[src/rtl/ssp_pkg.sv]
// Notes on behaviour
// RQ1 - Unbuffered slave stays idle while select is high; data may load
// RQ2 - With select low, shifting starts at the first serial clock pulse
// RQ3 - Unbuffered mode sets transfer-done flag after each full byte
// RQ4 - Unbuffered data write during a transfer is dropped; collision flag set
// RQ5 - Select high halts the slave and drops any partial byte
// RQ6 - Buffer-enable bit set to one selects buffered operation
// RQ7 - Buffered, no wait: writes go to buffer; first byte is dummy
// RQ8 - Buffered: pending buffer byte moves to shift register after transfer
// RQ9 - Buffered: write while buffer full is lost, buffer unchanged
// RQ10 - Buffer-empty flag clears on buffer write, sets when buffer copied
// RQ11 - Receive-complete flag sets one cycle after buffer-empty rises
// RQ12 - Transfer-complete sets one cycle later when nothing remains to send
// RQ13 - Wait-for-receive: write with select high loads shift register
// RQ14 - Four phase/polarity modes; shift and sample on opposite edges
// RQ15 - Mode codes: bit1 idle-high clock, bit0 sample on trailing edge
// RQ16 - One combined interrupt fed by select, empty, transfer, receive
// RQ17 - Each source has an enable bit; events set matching flags
// RQ18 - Interrupt asserted while a source is enabled and flagged
// RQ19 - Works in light sleep; deeper sleep aborts any transfer
// RQ20 - Bit-order bit: zero sends MSB first, one sends LSB first
// RQ21 - Serial output driven only while selected and pin set as output
// RQ22 - Master divider field and clock-double bit are held in control
// RQ23 - Master keeps each clock phase longer than two peripheral cycles; there is no master engine, only the control bits are stored
// RQ24 - Serial clock and select are synchronised and edge-detected first
// RQ25 - Port enable at zero keeps shift logic inactive
package ssp_pkg;
  // Register indices; byte address is four times the index
  localparam logic [2:0] IDX_CTRL_P = 3'h0;
  localparam logic [2:0] IDX_CTRL_S = 3'h1;
  localparam logic [2:0] IDX_IRQ_EN = 3'h2;
  localparam logic [2:0] IDX_FLAGS = 3'h3;
  localparam logic [2:0] IDX_DATA = 3'h4;
  // control_primary fields
  localparam int B_ENABLE = 0;
  localparam int B_CLOCK_DOUBLE_BIT = 4;
  localparam int B_MASTER = 5;
  localparam int B_ORDER = 6;
  localparam logic [7:0] CTRL_P_MASK = 8'h7_7;
  localparam logic [7:0] CTRL_P_RST = 8'h0_0;
  // control_secondary fields
  localparam int B_BUFFER_ENABLE_BIT = 7;
  localparam int B_WAITRX = 6;
  localparam int B_CPOL = 1;
  localparam int B_CPHA = 0;
  localparam logic [7:0] CTRL_S_MASK = 8'hC_7;
  localparam logic [7:0] CTRL_S_RST = 8'h0_0;
  // Interrupt enable and flag fields
  localparam int B_RXC = 7;
  localparam int B_TXC = 6;
  localparam int B_DRE = 5;
  localparam int B_SSI = 4;
  localparam int B_UNBUF = 0;
  localparam logic [7:0] IRQ_EN_MASK = 8'hF_1;
  localparam logic [7:0] IRQ_EN_RST = 8'h0_0;
  localparam logic [7:0] DATA_RST = 8'h0_0;
  localparam int BITS = 8;
  localparam int RX_DEPTH = 2;
endpackage : ssp_pkg

[src/rtl/ssp_sync.sv]
`timescale 1ns/1ns
`default_nettype none
module ssp_sync #(
  parameter int W = 3,
  parameter logic [W-1:0] RST_VAL = '0
) (
  input wire logic i_clk,
  input wire logic i_reset,
  input wire logic [W-1:0] i_d,
  output logic [W-1:0] o_q
);
  typedef struct packed {
    logic [W-1:0] s1;
    logic [W-1:0] s2;
  } ssp_sync_t;

  ssp_sync_t s_r;
  ssp_sync_t s_nxt;

  // First stage feeds only the second stage
  always_comb
  begin
    s_nxt.s1 = i_d;
    s_nxt.s2 = s_r.s1;
  end

  always_ff @(posedge i_clk)
  begin
    if (i_reset)
      s_r <= {RST_VAL, RST_VAL};
    else
      s_r <= s_nxt;
  end

  assign o_q = s_r.s2;
endmodule : ssp_sync
`default_nettype wire

[src/rtl/ssp_rx_fifo.sv]
`timescale 1ns/1ns
`default_nettype none
module ssp_rx_fifo #(
  parameter int W = 8,
  parameter int DEPTH = 2
) (
  input wire logic i_clk,
  input wire logic i_reset,
  input wire logic i_flush,
  input wire logic i_push,
  input wire logic [W-1:0] i_data,
  input wire logic i_pop,
  output logic [W-1:0] o_head,
  output logic o_empty,
  output logic o_full
);
  localparam int CW = $clog2(DEPTH + 1);

  typedef struct packed {
    logic [DEPTH-1:0][W-1:0] mem;
    logic [CW-1:0] cnt;
  } ssp_fifo_t;

  ssp_fifo_t s_r;
  ssp_fifo_t s_nxt;

  // Head always sits in entry zero so the read port is a register
  always_comb
  begin
    s_nxt = s_r;
    if (i_flush)
      s_nxt.cnt = '0;
    else if (i_pop && s_r.cnt != '0)
    begin
      for (int i = 0; i < DEPTH - 1; i++)
        s_nxt.mem[i] = s_r.mem[i+1];
      s_nxt.cnt = s_r.cnt - CW'(1);
    end
    // A push into a full queue is dropped; caller flags overflow
    if (i_push && s_nxt.cnt < CW'(DEPTH))
    begin
      s_nxt.mem[s_nxt.cnt] = i_data;
      s_nxt.cnt = s_nxt.cnt + CW'(1);
    end
  end

  always_ff @(posedge i_clk)
  begin
    if (i_reset)
      s_r <= '0;
    else
      s_r <= s_nxt;
  end

  assign o_head = s_r.mem[0];
  assign o_empty = (s_r.cnt == '0);
  assign o_full = (s_r.cnt == CW'(DEPTH));
endmodule : ssp_rx_fifo
`default_nettype wire

[src/rtl/ssp_spi_slave.sv]
`timescale 1ns/1ns
`default_nettype none
module ssp_spi_slave #(
  parameter int ADR_W = 5
) (
  input wire logic i_clk,
  input wire logic i_reset,
  input wire logic [ADR_W-1:0] i_wb_adr,
  input wire logic [31:0] i_wb_dat,
  input wire logic i_wb_we,
  input wire logic [3:0] i_wb_sel,
  input wire logic i_wb_cyc,
  input wire logic i_wb_stb,
  output logic [31:0] o_wb_dat,
  output logic o_wb_ack,
  input wire logic i_sck,
  input wire logic i_ss_n,
  input wire logic i_mosi,
  input wire logic i_miso_dir,
  input wire logic i_deep_sleep,
  output logic o_miso,
  output logic o_miso_oe,
  output logic o_irq
);
  import ssp_pkg::*;

  // Byte engine: idle until the first sample edge of a byte
  typedef enum logic {
    ST_IDLE = 1'b0,
    ST_BUSY = 1'b1
  } ssp_state_t;

  // All state of the block except the synchroniser and receive queue in one record
  typedef struct packed {
    ssp_state_t st;
    logic [7:0] ctl_p;
    logic [7:0] ctl_s;
    logic [7:0] ien;
    logic f7;
    logic f6;
    logic select_trigger_flag;
    logic ovf;
    logic armed;
    logic [BITS-1:0] sh;
    logic [BITS-1:0] txb;
    logic txfull;
    logic sh_loaded;
    logic [2:0] cnt;
    logic pend;
    logic rbit;
    logic sck_q;
    logic ss_q;
    logic done_d1;
    logic done_d2;
    logic was_empty;
    logic ack;
    logic [7:0] rdat;
    logic miso;
    logic oe;
    logic irq;
  } ssp_regs_t;

  ssp_regs_t s_r;
  ssp_regs_t s_nxt;

  // Synchronised pins and receive queue handshake
  logic [2:0] sync_q;
  logic sck_s;
  logic ss_n_s;
  logic mosi_s;
  logic fifo_push;
  logic fifo_pop;
  logic fifo_flush;
  logic [BITS-1:0] fifo_head;
  logic fifo_empty;
  logic fifo_full;
  logic [BITS-1:0] fifo_din;

  // One bit enters the shift register, the other end leaves
  function automatic logic [BITS-1:0] shift_in(
    input logic [BITS-1:0] v,
    input logic b,
    input logic lsb_first
  );
    if (lsb_first)
      shift_in = {b, v[BITS-1:1]};
    else
      shift_in = {v[BITS-2:0], b};
  endfunction : shift_in

  // Mode codes 1 and 2 sample on the falling serial clock edge
  function automatic logic sample_on_fall(
    input logic [7:0] ctl
  );
    sample_on_fall = ctl[B_CPOL] ^ ctl[B_CPHA];
  endfunction : sample_on_fall

  // Pins are brought into the peripheral clock before any use
  ssp_sync #(
    .W(3),
    .RST_VAL(3'h2)
  ) u_sync (
    .i_clk(i_clk),
    .i_reset(i_reset),
    .i_d({i_sck, i_ss_n, i_mosi}),
    .o_q(sync_q)
  ); // RQ24
  assign sck_s = sync_q[2];
  assign ss_n_s = sync_q[1];
  assign mosi_s = sync_q[0];

  ssp_rx_fifo #(
    .W(BITS),
    .DEPTH(RX_DEPTH)
  ) u_rx (
    .i_clk(i_clk),
    .i_reset(i_reset),
    .i_flush(fifo_flush),
    .i_push(fifo_push),
    .i_data(fifo_din),
    .i_pop(fifo_pop),
    .o_head(fifo_head),
    .o_empty(fifo_empty),
    .o_full(fifo_full)
  );

  // Whole block: bus slave, shifter and flag logic in one pass
  always_comb
  begin
    logic req;
    logic wr;
    logic rd;
    logic hit;
    logic [2:0] idx;
    logic [7:0] wd;
    logic bufm;
    logic lsb;
    logic act;
    logic rise;
    logic fall;
    logic samp;
    logic setp;
    logic done;
    logic ss_fall;
    logic [7:0] flags;
    req = i_wb_cyc && i_wb_stb && !s_r.ack;
    idx = i_wb_adr[4:2];
    hit = (i_wb_adr[1:0] == 2'h0) && (idx <= IDX_DATA);
    wr = req && hit && i_wb_we && i_wb_sel[0];
    rd = req && hit && !i_wb_we;
    wd = i_wb_dat[7:0];
    bufm = s_r.ctl_s[B_BUFFER_ENABLE_BIT]; // RQ6
    lsb = s_r.ctl_p[B_ORDER];
    // Queue takes the finished byte, not a refill from the buffer
    fifo_din = shift_in(s_r.sh, mosi_s, lsb);
    // Deeper sleep and disable look like a deselect
    act = s_r.ctl_p[B_ENABLE] && !ss_n_s && !i_deep_sleep; // RQ25 RQ19
    rise = sck_s && !s_r.sck_q;
    fall = !sck_s && s_r.sck_q;
    // Leading edge rises when idle low; cpha moves sampling to trailing
    samp = sample_on_fall(s_r.ctl_s) ? fall : rise; // RQ15
    setp = sample_on_fall(s_r.ctl_s) ? rise : fall; // RQ14
    ss_fall = !ss_n_s && s_r.ss_q;
    done = 1'b0;
    flags = 8'h0_0;
    fifo_push = 1'b0;
    fifo_pop = 1'b0;
    fifo_flush = 1'b0;
    // Defaults: hold state, follow the pins, age the flag delay line
    s_nxt = s_r;
    s_nxt.ack = req;
    s_nxt.sck_q = sck_s;
    s_nxt.ss_q = ss_n_s;
    s_nxt.done_d1 = 1'b0;
    s_nxt.done_d2 = s_r.done_d1;

    // Data access completes the read-flags-then-data clear sequence
    if (!bufm && (wr || rd) && idx == IDX_DATA && s_r.armed)
    begin
      s_nxt.f7 = 1'b0;
      s_nxt.f6 = 1'b0;
      s_nxt.armed = 1'b0;
    end

    // Register writes; flag clears go first so hardware sets win
    if (wr)
    begin
      case (idx)
        // Divider and clock-double are stored only; no master engine here
        IDX_CTRL_P: s_nxt.ctl_p = wd & CTRL_P_MASK; // RQ22
        IDX_CTRL_S: s_nxt.ctl_s = wd & CTRL_S_MASK;
        IDX_IRQ_EN: s_nxt.ien = wd & IRQ_EN_MASK;
        IDX_FLAGS:
        begin
          s_nxt.f7 = s_r.f7 && !wd[B_RXC];
          s_nxt.f6 = s_r.f6 && !wd[B_TXC];
          s_nxt.select_trigger_flag = s_r.select_trigger_flag && !wd[B_SSI];
          s_nxt.ovf = s_r.ovf && !wd[B_UNBUF];
        end
        IDX_DATA:
        begin
          if (!bufm)
          begin
            if (s_r.st == ST_BUSY)
              s_nxt.f6 = 1'b1; // RQ4
            else
              s_nxt.sh = wd; // RQ1
          end
          else if (s_r.ctl_s[B_WAITRX] && ss_n_s && !s_r.sh_loaded
                   && !s_r.txfull)
          begin
            s_nxt.sh = wd; // RQ13
            s_nxt.sh_loaded = 1'b1;
          end
          else if (!s_r.txfull) // RQ9
          begin
            s_nxt.txb = wd; // RQ7
            s_nxt.txfull = 1'b1; // RQ10
          end
        end
        default: s_nxt.ctl_p = s_r.ctl_p;
      endcase
    end

    if (rd && idx == IDX_FLAGS && !bufm && s_r.f7)
      s_nxt.armed = 1'b1;
    if (rd && idx == IDX_DATA && bufm)
      fifo_pop = 1'b1;

    // Serial engine; outside selection the count restarts
    if (!act)
    begin
      s_nxt.cnt = 3'h0; // RQ5
      s_nxt.pend = 1'b0;
      s_nxt.st = ST_IDLE;
    end
    else if (samp)
    begin
      s_nxt.st = ST_BUSY; // RQ2
      if (s_r.cnt == 3'h7)
      begin
        s_nxt.sh = shift_in(s_r.sh, mosi_s, lsb);
        s_nxt.cnt = 3'h0;
        s_nxt.pend = 1'b0;
        s_nxt.st = ST_IDLE;
        done = 1'b1;
      end
      else
      begin
        s_nxt.rbit = mosi_s;
        s_nxt.pend = 1'b1;
        s_nxt.cnt = s_r.cnt + 3'h1;
      end
    end
    else if (setp && s_r.pend)
    begin
      // Held bit enters only on the setup edge so the output stays put
      s_nxt.sh = shift_in(s_r.sh, s_r.rbit, lsb); // RQ14
      s_nxt.pend = 1'b0;
    end

    // End of byte: store receive data, refill from the buffer
    if (done)
    begin
      fifo_push = 1'b1;
      fifo_flush = !bufm;
      s_nxt.sh_loaded = 1'b0;
      if (!bufm)
        s_nxt.f7 = 1'b1; // RQ3
      else
      begin
        if (fifo_full && !fifo_pop)
          s_nxt.ovf = 1'b1;
        s_nxt.done_d1 = 1'b1;
        s_nxt.was_empty = !s_r.txfull;
        if (s_r.txfull)
        begin
          s_nxt.sh = s_r.txb; // RQ8
          s_nxt.txfull = 1'b0; // RQ10
        end
      end
    end
    // Buffered chain: receive one cycle after refill, then transfer
    if (bufm && s_r.done_d1)
      s_nxt.f7 = 1'b1; // RQ11
    else if (bufm && fifo_empty && !fifo_push)
      s_nxt.f7 = 1'b0;
    if (bufm && s_r.done_d2 && s_r.was_empty && !s_r.txfull)
      s_nxt.f6 = 1'b1; // RQ12
    // Select trigger flag on each falling select in buffered mode while the port is enabled
    if (bufm && ss_fall && s_r.ctl_p[B_ENABLE])
      s_nxt.select_trigger_flag = 1'b1; // RQ17

    // Status view and read data
    flags = {s_r.f7, s_r.f6, bufm && !s_r.txfull, s_r.select_trigger_flag, 3'h0, s_r.ovf};
    s_nxt.rdat = 8'h0_0;
    if (rd)
    begin
      case (idx)
        IDX_CTRL_P: s_nxt.rdat = s_r.ctl_p;
        IDX_CTRL_S: s_nxt.rdat = s_r.ctl_s;
        IDX_IRQ_EN: s_nxt.rdat = s_r.ien;
        IDX_FLAGS: s_nxt.rdat = flags;
        IDX_DATA: s_nxt.rdat = fifo_head;
        default: s_nxt.rdat = 8'h0_0;
      endcase
    end

    // One combined request from the enabled sources
    if (bufm)
      s_nxt.irq = |(flags[7:4] & s_r.ien[7:4]); // RQ16 RQ18
    else
      s_nxt.irq = s_r.ien[B_UNBUF] && s_r.f7; // RQ18

    // Output pin only driven while selected and set as output
    s_nxt.miso = lsb ? s_r.sh[0] : s_r.sh[BITS-1]; // RQ20
    s_nxt.oe = i_miso_dir && act; // RQ21
  end

  // Reset idle levels of the edge detectors match the idle pins
  always_ff @(posedge i_clk)
  begin
    if (i_reset)
    begin
      s_r <= '0;
      s_r.ctl_p <= CTRL_P_RST;
      s_r.ctl_s <= CTRL_S_RST;
      s_r.ien <= IRQ_EN_RST;
      s_r.sh <= DATA_RST;
      s_r.sck_q <= 1'b0;
      s_r.ss_q <= 1'b1;
    end
    else
      s_r <= s_nxt;
  end

  // Ports come straight from the state record
  assign o_wb_dat = {24'h00_0000, s_r.rdat};
  assign o_wb_ack = s_r.ack;
  assign o_miso = s_r.miso;
  assign o_miso_oe = s_r.oe;
  assign o_irq = s_r.irq;
endmodule : ssp_spi_slave
`default_nettype wire

[config.mk]
export PLATFORM = sky130hd
export DESIGN_NAME = ssp_spi_slave
export DESIGN_NICKNAME = d
export VERILOG_FILES = /design/src/rtl/ssp_pkg.sv /design/src/rtl/ssp_sync.sv /design/src/rtl/ssp_rx_fifo.sv /design/src/rtl/ssp_spi_slave.sv
export SDC_FILE = /design/constraint.sdc
export NUM_CORES = 1
export LEC_CHECK = 0
export BUFFER_PORTS_ARGS = -buffer_cell sky130_fd_sc_hd__buf_2
export CAP_MARGIN = 20
export CELL_PAD_IN_SITES_DETAIL_PLACEMENT = 1
export CELL_PAD_IN_SITES_GLOBAL_PLACEMENT = 1
export CORE_UTILIZATION = 41
export DETAILED_ROUTE_END_ITERATION = 7
export GPL_TIMING_DRIVEN = 0
export PLACE_DENSITY = 0.81
export SLEW_MARGIN = 20
export SYNTH_ARGS = -nofsm -noshare
export SYNTH_HDL_FRONTEND = slang
export SYNTH_SLANG_ARGS = --single-unit
[constraint.sdc]
create_clock -name i_clk -period 4.4 [get_ports i_clk]
set_input_delay 0.44 -clock i_clk [delete_from_list [all_inputs] [get_ports i_clk]]
set_output_delay 0.44 -clock i_clk [all_outputs]
set_load 0.03 [all_outputs]
Word-level counts from Yosys, hierarchy flattened. Index checks and enable logic that the tools add are counted.

Register bits after elaboration: 86. Output and inout port bits: 36. Input bits: 51.

Equal/unequal tests: 6. Add/sub/neg operators: 3. Magnitude comparators: 4. Bitwise logic cells: 8. Multiplexer cells: 62. Reductions and logical operators: 80.

Operators with widths (number): 8-bit two-way mux (14); 1-bit logical AND (43); 8-bit case mux with 5 select lines (1); 18-bit two-way mux (2); 1-bit two-way mux (31); 10-bit two-way mux (3); 9-bit two-way mux (2); 16-bit bitwise mux (1); 1-bit logical NOT (15); 2-bit AND reduction (5); 2-bit nonzero test (5); 8-bit demux with 1-bit select (1); 2-bit two-way mux (4); 4-bit two-way mux (2); 2-bit OR reduction (4); 3-bit by 2-bit equality test with 1-bit output (second input constant) (2); 3-bit equality test (second input constant) (2); 1-bit inverter (6); 5-bit AND reduction (1); 4-bit AND (1); 2-bit logical NOT (2); 2-bit less-than comparator (second input constant) (2); 4-bit AND reduction (1); 4-bit OR reduction (1); other kinds (12) (12).

Depth between registers and ports, before layout. Gate-level depths: netlist (run 1).

Word-level depth: 18. Gate-level depth with buffers: 14.

Modules after synthesis. Synthesis (run 1) repeated with hierarchy kept, for this count alone.

Cells, all modules: 464. Area total of the unflattened synthesis: 4429.2 µm².

Modules (own cells, without submodules): ssp_spi_slave (area an instance 3316.9 µm², cells each 360, instances 1); ssp_rx_fifo (area an instance 954.7 µm², cells each 92, instances 1); ssp_sync (area an instance 157.7 µm², cells each 12, instances 1).

Worst setup path before layout (run 1). Ideal clock, no wire load.

Path kind: register -> register. From: reg s_r (netlist bit o_wb_ack). To: reg u_rx.s_r[10] (netlist name). Stages on the path, launching flop included: 13. Library setup time: 121 ps. Required time: 4279 ps. Slack: 1152 ps. Path buffers: 4. Data arrival time: 3126 ps. Cells stage by stage: dfxtp_1 > or4_4 > or4_1 > clkbuf_1 > buf_2 > xnor2_1 > o21ai_0 > inv_1 > ha_1 > buf_1 > and3_4 > buf_6 > mux2_4.

Longest elaborated chain between the ends: 15. Elaborated cells on any way between the ends: 18. Classes of those cells: order compare (3); mux (6); reduce/logical (9).

RTL lines: start: declaration (line ssp_spi_slave.sv:63) `ssp_regs_t s_r;`; start signal: assignment (line ssp_spi_slave.sv:334) `s_r <= s_nxt;`; 1-bit logical NOT * (line ssp_spi_slave.sv:146) `req = i_wb_cyc && i_wb_stb && !s_r.ack;`; 1-bit logical AND * (line ssp_spi_slave.sv:146); 1-bit logical AND * (2 in series) (line ssp_spi_slave.sv:150) `rd = req && hit && !i_wb_we;`; 1-bit logical AND * (2 in series) (line ssp_spi_slave.sv:227) `if (rd && idx == IDX_DATA && bufm)`; 1-bit two-way mux * (line ssp_spi_slave.sv:227); 1-bit logical AND * (line ssp_rx_fifo.sv:33) `else if (i_pop && s_r.cnt != '0)`; 10-bit two-way mux * (line ssp_rx_fifo.sv:33); 2-bit two-way mux * (line ssp_rx_fifo.sv:31) `if (i_flush)`; 2-bit by 1-bit >= comparator with 1-bit output (not written as such) / 2-bit less-than comparator (equally long branches) (line ssp_rx_fifo.sv:42, ssp_rx_fifo.sv:40); 1-bit logical AND (not written as such) (line ssp_rx_fifo.sv:42) `s_nxt.mem[s_nxt.cnt] = i_data;`; 8-bit two-way mux (not written as such) (line ssp_rx_fifo.sv:42); 8-bit demux with 1-bit select; 16-bit bitwise mux (line ssp_rx_fifo.sv:42); end signal: assignment (line ssp_rx_fifo.sv:52) `s_r <= s_nxt;`; end: declaration (line ssp_rx_fifo.sv:24) `ssp_fifo_t s_r;`.

Every way passes the cells marked *; elsewhere a longest branch is shown, timed or not. A chain may end at the register's enable or synchronous reset.

Final worst setup path (run 1). Same ends and word-level chain as after synthesis.

==> implementation parameters, run 1 <==
Parameter                              Value

Floorplanning
  Site Rows ... 36
  I/O pin total ... 87
  Floorplan die width ... 104 um
  DIE HEIGHT ... between 100 and 150 um
  Starting density of the core ... 0.428
  Full die area ... between 0.01 and 0.015 mm2
  Core Area ... between 0.009 and 0.01 mm2

Logic synthesis
  Proportion of synthesized chip area in sequential cells ... 0.406
  Number of enable-type register cells in the synthesized netlist ... 0
  Count of mapped cells out of synthesis ... roughly 470
  Unique masters post-synth ... 56
  Synth Register Bits ... 86
  Top_reg_cell synth ... sky130_fd_sc_hd__dfxtp_1
  Fraction of synthesis flops using an asynchronous set or reset pin ... 0
  Post-Syn Area per Cell ... just over 9 um2
  Synth Cell Area ... approximately 0.0042 mm2
  Number of warnings reported in the yosys synthesis log ... 0

Worst setup path
  Required time reported for the critical path endpoint ... 4.65 ns
  Largest fanout on the critical path ... 10
  Critical setup path kind ... flop to flop
  Setup crit end kind ... flop
  Arrival time at the worst endpoint ... 3.80 ns
  Standard cell with the maximum stage delay on the critical path ... sky130_fd_sc_hd__or4_4
  Family of cells with the greatest summed delay on the critical path ... simple AND/OR/NAND/NOR gates
  CP Buf/Inv Count ... 5
  Sequence of cells on the critical path ... or4_4 > or4_1 > clkbuf_1 > buf_2 > xnor2_1 > o21ai_0 > inv_1 > ha_1 > buf_1 > and3_4 > buf_6 > mux2_4
  Worst stage delay on the critical path ... between 0.5 and 0.6 ns
  Category of the worst setup path launch point ... flop

CTS
  Clk Latency, worst-skew pair ... between 0.3 and 0.4 ns
  Number of hold buffers added after CTS ... 0
  Clock root buffer ... sky130_fd_sc_hd__clkbuf_8
  # clock sinks ... 86
  Clock tree from TritonCTS ... built
  Clock input transition at the sequential cells of the worst setup and hold paths ... about 0.09 ns
  Number of post-CTS setup repair buffers ... 0
  Deepest clock path buffer count ... 2
  Number of H-tree levels ... 3
  Resized cells post-CTS ... 0
  Cts bufs inserted ... 9

Final layout
  Area Overhead vs Synth ... 14.5%
  Leading cell types in the layout, fill and taps excluded ... 86 x sky130_fd_sc_hd__dfxtp_1, 60 x sky130_fd_sc_hd__nor2_1, 52 x sky130_fd_sc_hd__mux2i_1
  Total inserted antenna cells ... 0
  Most common cell after layout, fill and taps aside ... sky130_fd_sc_hd__dfxtp_1
  Fraction of final layout cells sized beyond drive strength 1 ... 0.197
  Net total in the final layout ... 590

Global routing
  Pin count of the biggest net entering global routing ... 16
  Vias in the first global route ... around 3800
  Wire length of the first global-routing pass ... 19500 um
  Total global-route track usage ... 0.231
  GRT overflow ... 0
  Initial antenna violation count ... 0

STA
  Pin slew with the least headroom to its limit ... 0.845 ns
  Setup TNS ... 0 ns
  Final critical-path share of the clock period ... 0.808
  Setup-violating endpoint count in the final report ... 0
  Upper clock frequency limit ... between 0.2 and 0.3 GHz
  Fin Clk Skew ... ~0.012 ns
  Final hold violation count ... 0
  Min setup slack post-route ... 0.846 ns
  Minimum period implied by the final worst setup slack ... about 3.6 ns
  Number of max-slew violations in the final report ... 0
  Slew Limit Headroom ... 0.436
  Setup repair after global routing missed its margin ... no

Place
  Half-perimeter wire length after detailed placement ... roughly 9000 um
  Placer congestion estimate ... approximately 0.89
  Post-Place Worst Slack ... between 0.6 and 0.7 ns
  Buffers added on ports ... 34

Route
  Initial DRT Pass Iterations ... 4
  Vias ... ~3600
  Detail-routed via count per cell ... 5.39
  Number of design rule violations left after detail routing ... 0
  Number of routed nets with antenna violations ... 0
  Detail-routed net length per standard cell ... ~18 um
  Total length of routed wires ... approximately 12000 um
  1st-iter DRT viols ... 169

Run status
  Status ... finished, final reports clean

Power and ir drop
  Areal power density over the cells ... ~300 mW/mm2
  Static Leakage ... 2.06 nW
  PnR Total Power ... about 1.4 mW
  Max IR drop VDD ... about 190 uV

Hold path
  Min-delay worst type ... input pin to flop

Flow run
  Max_cap viols ... 0
==> state kept, by name, indices dropped and copies added (netlist names) <==
signal and cells:
s_nxt 1, o_irq 1, u_rx.o_head 8, o_miso_oe 1, o_miso 1, u_sync.s_nxt 3
u_rx.s_r 10, o_wb_dat 8, o_wb_ack 1, u_sync.o_q 3, s_r 49
==> cell type report <==
class / instances / area [um2]
inverters: 9 / 33.8
fillers: 1190 / 5050
well taps: 133 / 166
flip-flops and latches: 86 / 1720
multi-input cells: 338 / 2240
clock inverters: 6 / 46.3
plain buffers: 55 / 335
repair buffers: 34 / 170
clock buffers: 10 / 138
==> worst register-to-register path, delay by kind of cell (launching register included) <==
family	cells	cell delay [ns]
multiplexers	1	0.30
AND/OR/NAND/NOR	3	1.34
XOR/XNOR	1	0.20
adder cells (fa/ha/maj)	1	0.13
buffers and inverters	5	0.98
AO/OA/AOI/OAI	1	0.15
flip-flops	1	0.34
==> final timing paths <==
check	startpoint	to	slack [ns]	cells past startpoint
worst min-delay path	i_ss_n	u_sync.s_nxt[1]	0.25	2
worst max register to register	o_wb_ack	u_rx.s_r[10]	0.85	12
worst min register to register	u_sync.s_nxt[1]	u_sync.o_q[1]	0.43	1
worst max-delay path	o_wb_ack	u_rx.s_r[10]	0.85	12
==> cell usage after synthesis, types with 4 or more instances <==
library cell	n	area share
sky130_fd_sc_hd__nand2_1	25	0.022
sky130_fd_sc_hd__nor2b_1	10	0.015
sky130_fd_sc_hd__a221oi_1	6	0.012
sky130_fd_sc_hd__a21oi_1	29	0.034
sky130_fd_sc_hd__dfxtp_1	86	0.41
sky130_fd_sc_hd__mux2_2	9	0.024
sky130_fd_sc_hd__o21ai_0	12	0.014
sky130_fd_sc_hd__nand2b_1	6	0.0089
sky130_fd_sc_hd__a211oi_1	9	0.016
sky130_fd_sc_hd__mux2i_1	52	0.12
sky130_fd_sc_hd__inv_1	9	0.0080
sky130_fd_sc_hd__buf_4	32	0.057
sky130_fd_sc_hd__nor3b_1	5	0.0089
sky130_fd_sc_hd__nor3_1	9	0.011
sky130_fd_sc_hd__nand3_1	10	0.012
sky130_fd_sc_hd__or2_2	4	0.0059
sky130_fd_sc_hd__ha_1	6	0.018
sky130_fd_sc_hd__clkbuf_1	18	0.016
sky130_fd_sc_hd__nor2_1	60	0.053
sky130_fd_sc_hd__o21bai_1	6	0.011
sky130_fd_sc_hd__a31oi_1	9	0.013
sky130_fd_sc_hd__a22oi_1	5	0.0089
==> stage by stage <==
stage | instances | util | instance area, um2 | hold slack [ns]
finish | 671 | 0.490 | 4850 | 0.248
global route | 671 | 0.490 | 4850 | 0.243
CTS | 671 | 0.490 | 4850 | 0.243
detailed placement | 655 | 0.471 | 4670 | 0.411
global placement | 655 | 0.471 | 4660 | 0.395
floorplan | 488 | - | 4330 | 0.389
==> kinds of logic after synthesis <==
group | count (synthesis) | share of synthesized area
xor+xnor | 2 | 0.00413
buf+inv | 64 | 0.0870
mux | 65 | 0.164
other cells | 1 | 0.000884
flops | 86 | 0.406
simple gates | 148 | 0.175
fa+ha+maj | 6 | 0.0177
compound gates | 93 | 0.145
==> report_power, final <==
| part | internal [mW] | switching (mW) |
|---|---|---|
| combinational | 0.0367 | 0.0770 |
| clock | 0.223 | 0.303 |
| sequential | 0.781 | 0.00208 |
| total | 1.04 | 0.382 |
==> layer usage <==
layer,up-vias,global-route usage,part of all wire
met4,0,0.0796,0.024
met5,-,0,0
met1,1755,0.285,0.44
met3,25,0.0447,0.048
met2,94,0.400,0.49
li1,1741,-,-
No activity file was read; power rests on OpenSTA's default activity.
==> run 2, diff against run 1 <==
ABC_AREA = 1   (was default)
CORE_UTILIZATION = 39   (was 41)
clock period = 3.36 ns   (was 4.4 ns; I/O delays follow)
==> run 2 against run 1 <==
Against the previous run:
- sequential power increased by 32%
- final area increased by 6.7%
- die area increased by 11%
- non-clock buffer count unchanged
- clock power increased by 72%
- hold slack got worse by 0.076 ns
- utilization decreased by 2.0 points
- first-iteration DRC count increased by 85%
- largest cell class unchanged
- largest power group unchanged
==> implementation parameters, run 2 <==
Parameter                              Value

Run status
  Status ... finished, final reports clean

Floorplanning
  I/O pin total ... 87
  Starting density of the core ... 0.407
  Site Rows ... 38
  Core Area ... 0.0110 mm2
  Floorplan die width ... between 100 and 150 um
  Full die area ... about 0.012 mm2
  DIE HEIGHT ... between 100 and 150 um

Logic synthesis
  Cell taking the most area after synthesis ... sky130_fd_sc_hd__dfxtp_1
  Synth Register Bits ... 86
  Proportion of synthesized chip area in sequential cells ... 0.384
  Ranking of synthesized cells by instance count ... 123 x sky130_fd_sc_hd__nand2_1, 87 x sky130_fd_sc_hd__inv_1, 86 x sky130_fd_sc_hd__dfxtp_1
  Number of warnings reported in the yosys synthesis log ... 0
  Top-area cell type share of the netlist area ... 0.384
  Number of enable-type register cells in the synthesized netlist ... 0
  Post-Syn Area per Cell ... 6.93 um2
  Synth Cell Area ... around 0.0045 mm2
  Top_reg_cell synth ... sky130_fd_sc_hd__dfxtp_1
  Count of mapped cells out of synthesis ... ~650
  Unique masters post-synth ... 38
  Top post-synthesis cells by area ... sky130_fd_sc_hd__dfxtp_1 38%, sky130_fd_sc_hd__nand2_1 10%, sky130_fd_sc_hd__o21ai_0 7.7%
  Most frequent cell after synthesis ... sky130_fd_sc_hd__nand2_1
  Fraction of synthesis flops using an asynchronous set or reset pin ... 0

Worst setup path
  Critical setup path kind ... flop to flop
  Standard cell with the maximum stage delay on the critical path ... sky130_fd_sc_hd__dfxtp_1
  Required time reported for the critical path endpoint ... around 3.7 ns
  Sequence of cells on the critical path ... inv_2 > nor2_4 > nand4_4 > nand2_1 > nand3_1 > inv_1 > ha_1 > nand3_4 > buf_6 > nand2_1 > nand2_1 > nor2_1
  Most repeated library cell on the critical path ... sky130_fd_sc_hd__nand2_1
  Largest fanout on the critical path ... 10
  Arrival time at the worst endpoint ... around 2.6 ns
  Setup crit end kind ... flop
  Worst stage delay on the critical path ... 0.49 ns
  Category of the worst setup path launch point ... flop

Route
  Detail-routed via count per cell ... 5.18
  Top Metal Used ... met4
  Sum of routed wire segments on met1 ... between 5000 and 6000 um
  Detail-routed net length per standard cell ... 16.4 um
  1st-iter DRT viols ... about 310
  Initial DRT Pass Iterations ... 5
  Total met3 wirelength after detailed routing ... 739 um
  Met2 WL post-DR ... slightly above 7000 um
  Total length of routed wires ... approximately 14000 um
  Number of routed nets with antenna violations ... 0
  Vias ... ~4500
  Number of design rule violations left after detail routing ... 0

Final layout
  Fraction of final layout cells sized beyond drive strength 1 ... 0.160
  Most common cell after layout, fill and taps aside ... sky130_fd_sc_hd__nand2_1
  Largest registers ranked by flip-flop count ... s_r (49), u_rx.s_r (10)
  Number of non-filler instances in the completed layout ... roughly 860
  Final Util ... 0.469
  Leading cell types in the layout, fill and taps excluded ... 123 x sky130_fd_sc_hd__nand2_1, 87 x sky130_fd_sc_hd__inv_1, 86 x sky130_fd_sc_hd__dfxtp_1
  Flip-flop count of the largest register, all copies and words added ... slightly below 50
  Final instance area ... ~0.0052 mm2
  Total inserted antenna cells ... 0
  Area Overhead vs Synth ... 15.5%
  Net total in the final layout ... ~770
  Biggest register ... s_r

CTS
  Cts bufs inserted ... 9
  Clock root buffer ... sky130_fd_sc_hd__clkbuf_16
  Deepest clock path buffer count ... 2
  Clk Latency, worst-skew pair ... 0.35 ns
  Number of post-CTS setup repair buffers ... 0
  # clock sinks ... 86
  Clock input transition at the sequential cells of the worst setup and hold paths ... ~0.060 ns
  Resized cells post-CTS ... 0
  Number of H-tree levels ... 3
  Clock tree from TritonCTS ... built
  Number of hold buffers added after CTS ... 0

Place
  Half-perimeter wire length after detailed placement ... approximately 11000 um
  Post-Place Worst Slack ... between 1 and 1.5 ns
  Cell total after placement ... 845
  Buffers added on ports ... 35
  Placer congestion estimate ... 0.907
  Post-detailed-placement cell area ... between 0.004 and 0.005 mm2

Global routing
  Initial antenna violation count ... 0
  Vias in the first global route ... about 4600
  Total global-route track usage ... 0.255
  GRT overflow ... 0
  Wire length of the first global-routing pass ... approximately 23000 um
  Pin count of the biggest net entering global routing ... 13

Power and ir drop
  Areal power density over the cells ... around 400 mW/mm2
  PnR Total Power ... 2.08 mW
  Static Leakage ... roughly 2.3 nW
  Max IR drop VDD ... approximately 410 uV

Flow run
  Max_cap viols ... 0

STA
  Setup repair after global routing missed its margin ... no
  Fin Clk Skew ... around 0.0045 ns
  Setup-violating endpoint count in the final report ... 0
  Final critical-path share of the clock period ... 0.672
  Final hold violation count ... 0
  Pin slew with the least headroom to its limit ... about 0.7 ns
  Worst Hold Slack ... 0.171 ns
  Minimum period implied by the final worst setup slack ... around 2.3 ns
  Min setup slack post-route ... about 1.1 ns
  Setup TNS ... 0 ns
  Slew Limit Headroom ... 0.524
  Number of max-slew violations in the final report ... 0
  Upper clock frequency limit ... between 0.4 and 0.5 GHz

Hold path
  Min-delay worst type ... input pin to flop
run 2: cell types whose count changed in the layout (fill, tap and decap cells not counted), sizes merged, moves of 10 or more:
cell    delta
inv       +81
nor2      +10
a211oi    -10
a21oi     +37
mux2      -11
o21ai     +60
nor2b     -10
nand2    +105
nand3     +23
mux2i     -52
run 2: power breakdown:
part	switching (mW)	internal, mW
clock network	0.393	0.511
registers	0.00236	1.02
logic	0.103	0.0435
total	0.499	1.58
run 2: worst paths after layout:
| check | start | endpoint | slack, ns | cells after the start |
|---|---|---|---|---|
| max reg2reg | s_r[60] | u_rx.s_r[15] | 1.10 | 12 |
| min | i_ss_n | u_sync.s_nxt[1] | 0.17 | 2 |
| min reg2reg | u_sync.s_nxt[0] | u_sync.o_q[0] | 0.40 | 2 |
| max | s_r[60] | u_rx.s_r[15] | 1.10 | 12 |
run 2: worst max-delay path, delay by kind of cell, from the launching register on:
family / cells / cell delay (ns)
buffers and inverters: 3 / 0.43
adder cells (fa/ha/maj): 1 / 0.22
flip-flops: 1 / 0.49
AND/OR/NAND/NOR: 8 / 1.06
run 2: cell type report:
class	count	area, um2
tap	140	175
sequential	86	1720
fill	1471	5850
clock inverter	2	10.0
timing repair buffer	35	175
clock buffer	12	246
inverter	92	345
buffer	54	343
multi-input combinational	438	2160
run 2: logic make-up after synthesis:
kind of cell | Yosys count | share of synthesized area
AO/OA/AOI/OAI | 157 | 0.185
other | 1 | 0.000836
flip-flops | 86 | 0.384
AND/OR/NAND/NOR | 250 | 0.258
adder cells (fa/ha/maj) | 6 | 0.0167
buffers and inverters | 146 | 0.153
XOR/XNOR | 1 | 0.00195
run 2: layer usage:
metal | track usage | up-vias
li1 | - | 2154
met1 | 0.296 | 2152
met2 | 0.454 | 114
met3 | 0.0442 | 30
met4 | 0.115 | 0
met5 | 0 | -
==> run 3, diff against run 2 <==
clock period = 2.29 ns   (was 3.36 ns; I/O delays follow)
==> run 3 against run 2 <==
Against the previous run:
- global-route usage unchanged
- utilization up 0.19 points
- final cell count rose by 0.23%
- sequential share of layout area decreased by 0.11 points
- largest power group unchanged
==> implementation parameters, run 3 (synthesized netlist as in run 2, its figures left out) <==
Parameter                              Value

Worst setup path
  Category of the worst setup path launch point ... flop
  Arrival time at the worst endpoint ... between 2 and 2.5 ns
  Worst stage delay on the critical path ... around 0.38 ns
  Family of cells with the greatest summed delay on the critical path ... simple AND/OR/NAND/NOR gates
  Capturing point of the worst reg2reg path ... u_rx.s_r[15]
  Cell depth of the worst flop-to-flop path ... 12
  CP Buf/Inv Count ... 1
  Standard cell with the maximum stage delay on the critical path ... sky130_fd_sc_hd__dfxtp_1
  Setup crit end kind ... flop
  Reg2reg start ... s_r[54]
  Last element of the critical path ... u_rx.s_r[15]
  Critical path depth ... 12
  Most repeated library cell on the critical path ... sky130_fd_sc_hd__nand2_1
  Critical Path Source ... s_r[54]
  FF-to-FF setup slack ... about 0.19 ns
  Required time reported for the critical path endpoint ... roughly 2.6 ns
  Critical setup path kind ... flop to flop
  Sequence of cells on the critical path ... nand2_1 > nand3_1 > nand2_4 > nor2_4 > nand3_2 > nand3_4 > ha_1 > nand3_4 > buf_6 > nand2_1 > nand2_1 > nor2_1
  Largest fanout on the critical path ... 10

STA
  Final critical-path share of the clock period ... 0.916
  Minimum period implied by the final worst setup slack ... 2.10 ns
  Fin Clk Skew ... ~0.0048 ns
  Number of max-slew violations in the final report ... 0
  Setup TNS ... 0 ns
  Final hold violation count ... 0
  Setup-violating endpoint count in the final report ... 0
  Upper clock frequency limit ... 0.477 GHz
  Pin slew with the least headroom to its limit ... between 0.7 and 0.8 ns
  Slew Limit Headroom ... 0.529

Global routing
  GRT overflow ... 0
  Pin count of the biggest net entering global routing ... 13
  Initial antenna violation count ... 0
  Vias in the first global route ... about 4600
  Wire length of the first global-routing pass ... between 20000 and 25000 um
  Total global-route track usage ... 0.255

Route
  Initial DRT Pass Iterations ... 5
  Vias ... around 4500
  Detail-routed net length per standard cell ... roughly 16 um
  Total length of routed wires ... between 10000 and 15000 um
  1st-iter DRT viols ... around 280
  Detail-routed via count per cell ... 5.19
  Number of design rule violations left after detail routing ... 0
  Number of routed nets with antenna violations ... 0

Floorplanning
  Core Area ... roughly 0.011 mm2
  Site Rows ... 38
  Floorplan die width ... 109 um
  Starting density of the core ... 0.407
  DIE HEIGHT ... roughly 110 um
  Full die area ... ~0.012 mm2
  I/O pin total ... 87

CTS
  Clock input transition at the sequential cells of the worst setup and hold paths ... approximately 0.060 ns
  Number of H-tree levels ... 3
  Clock tree from TritonCTS ... built
  Number of hold buffers added after CTS ... 0
  Clock root buffer ... sky130_fd_sc_hd__clkbuf_16
  Clk Latency, worst-skew pair ... ~0.35 ns
  Cts bufs inserted ... 9
  # clock sinks ... 86
  Deepest clock path buffer count ... 2

Final layout
  Area Overhead vs Synth ... 15.9%
  Net total in the final layout ... ~780
  Leading cell types in the layout, fill and taps excluded ... 123 x sky130_fd_sc_hd__nand2_1, 87 x sky130_fd_sc_hd__inv_1, 85 x sky130_fd_sc_hd__dfxtp_1
  Fillers ... 1470
  Biggest register ... s_r
  Final instance area ... 0.00520 mm2
  Total inserted antenna cells ... 0
  Number of non-filler instances in the completed layout ... between 800 and 900
  Fraction of final layout cells sized beyond drive strength 1 ... 0.165
  Most common cell after layout, fill and taps aside ... sky130_fd_sc_hd__nand2_1
  Largest registers ranked by flip-flop count ... s_r (49), u_rx.s_r (10)
  Flip-flop count of the largest register, all copies and words added ... 49

Place
  Post-detailed-placement cell area ... ~0.0049 mm2
  Cell total after placement ... about 850
  Half-perimeter wire length after detailed placement ... roughly 11000 um
  Buffers added on ports ... 35
  Placer congestion estimate ... 0.907

Power and ir drop
  Max IR drop VDD ... 605 uV
  PnR Total Power ... 3.05 mW
  P_sw ... 0.735 mW
  Areal power density over the cells ... between 500 and 600 mW/mm2
  Cell internal power dissipation ... roughly 2.3 mW
  Static Leakage ... between 2 and 2.5 nW
  Combinational power share ... 0.070
  Sequential share of power ... 0.494
  Switching portion of total power ... 0.241
  Clock network power share ... 0.436

Hold path
  Min-delay worst type ... input pin to flop
  Worst min-delay path startpoint ... i_ss_n
  Cell count of the worst hold path ... 2

Run status
  Status ... finished, final reports clean

Flow run
  Max_cap viols ... 0
==> run 3: power by group through the flow <==
stage	clock, mW	sequential, mW	combinational (mW)
CTS	1.36	1.51	0.213
floorplan	0	1.54	0.146
detailed placement	0	1.54	0.212
finish	1.33	1.51	0.215
global placement	0	1.54	0.207
global route	1.40	1.51	0.234
==> run 3: how the worst min path moves through the flow <==
stage                      end
2_1_floorplan  u_sync.s_nxt[1]
3_3_place_gp     u_sync.o_q[1]
3_5_place_dp     u_sync.o_q[0]
4_1_cts        u_sync.s_nxt[1]
5_1_grt        u_sync.s_nxt[1]
6_report       u_sync.s_nxt[1]
==> run 3: area by class of cell <==
| class | instances | area, um2 | area share |
|---|---|---|---|
| timing repair buffer | 37 | 190 | 0.0366 |
| buffer | 54 | 343 | 0.0659 |
| multi-input combinational | 438 | 2170 | 0.417 |
| tap | 140 | 175 | 0.0337 |
| sequential | 86 | 1720 | 0.331 |
| inverter | 92 | 345 | 0.0664 |
| clock inverter | 2 | 10.0 | 0.00192 |
| clock buffer | 12 | 246 | 0.0474 |
==> run 3: stage by stage <==
stage | utilization | setup slack, ns | hold slack (ns)
after floorplan | - | 0.359 | 0.333
after global placement | 0.446 | 0.138 | 0.392
after detailed placement | 0.446 | 0.0507 | 0.396
after CTS | 0.469 | 0.0371 | 0.0536
after global routing | 0.471 | -0.0109 | 0.0708
final | 0.471 | 0.193 | 0.0644
==> run 3: metal layers <==
| layer | global-route usage | vias up | part of all wire |
|---|---|---|---|
| met2 | 0.454 | 122 | 0.51 |
| li1 | - | 2161 | - |
| met4 | 0.115 | 0 | 0.022 |
| met3 | 0.0442 | 24 | 0.049 |
| met1 | 0.296 | 2158 | 0.42 |
| met5 | 0 | - | 0 |
==> run 3: what timing repair did <==
item,CTS,global route
buffers inserted,0,2
setup endpoints to repair,0,15
gates resized for setup,0,2
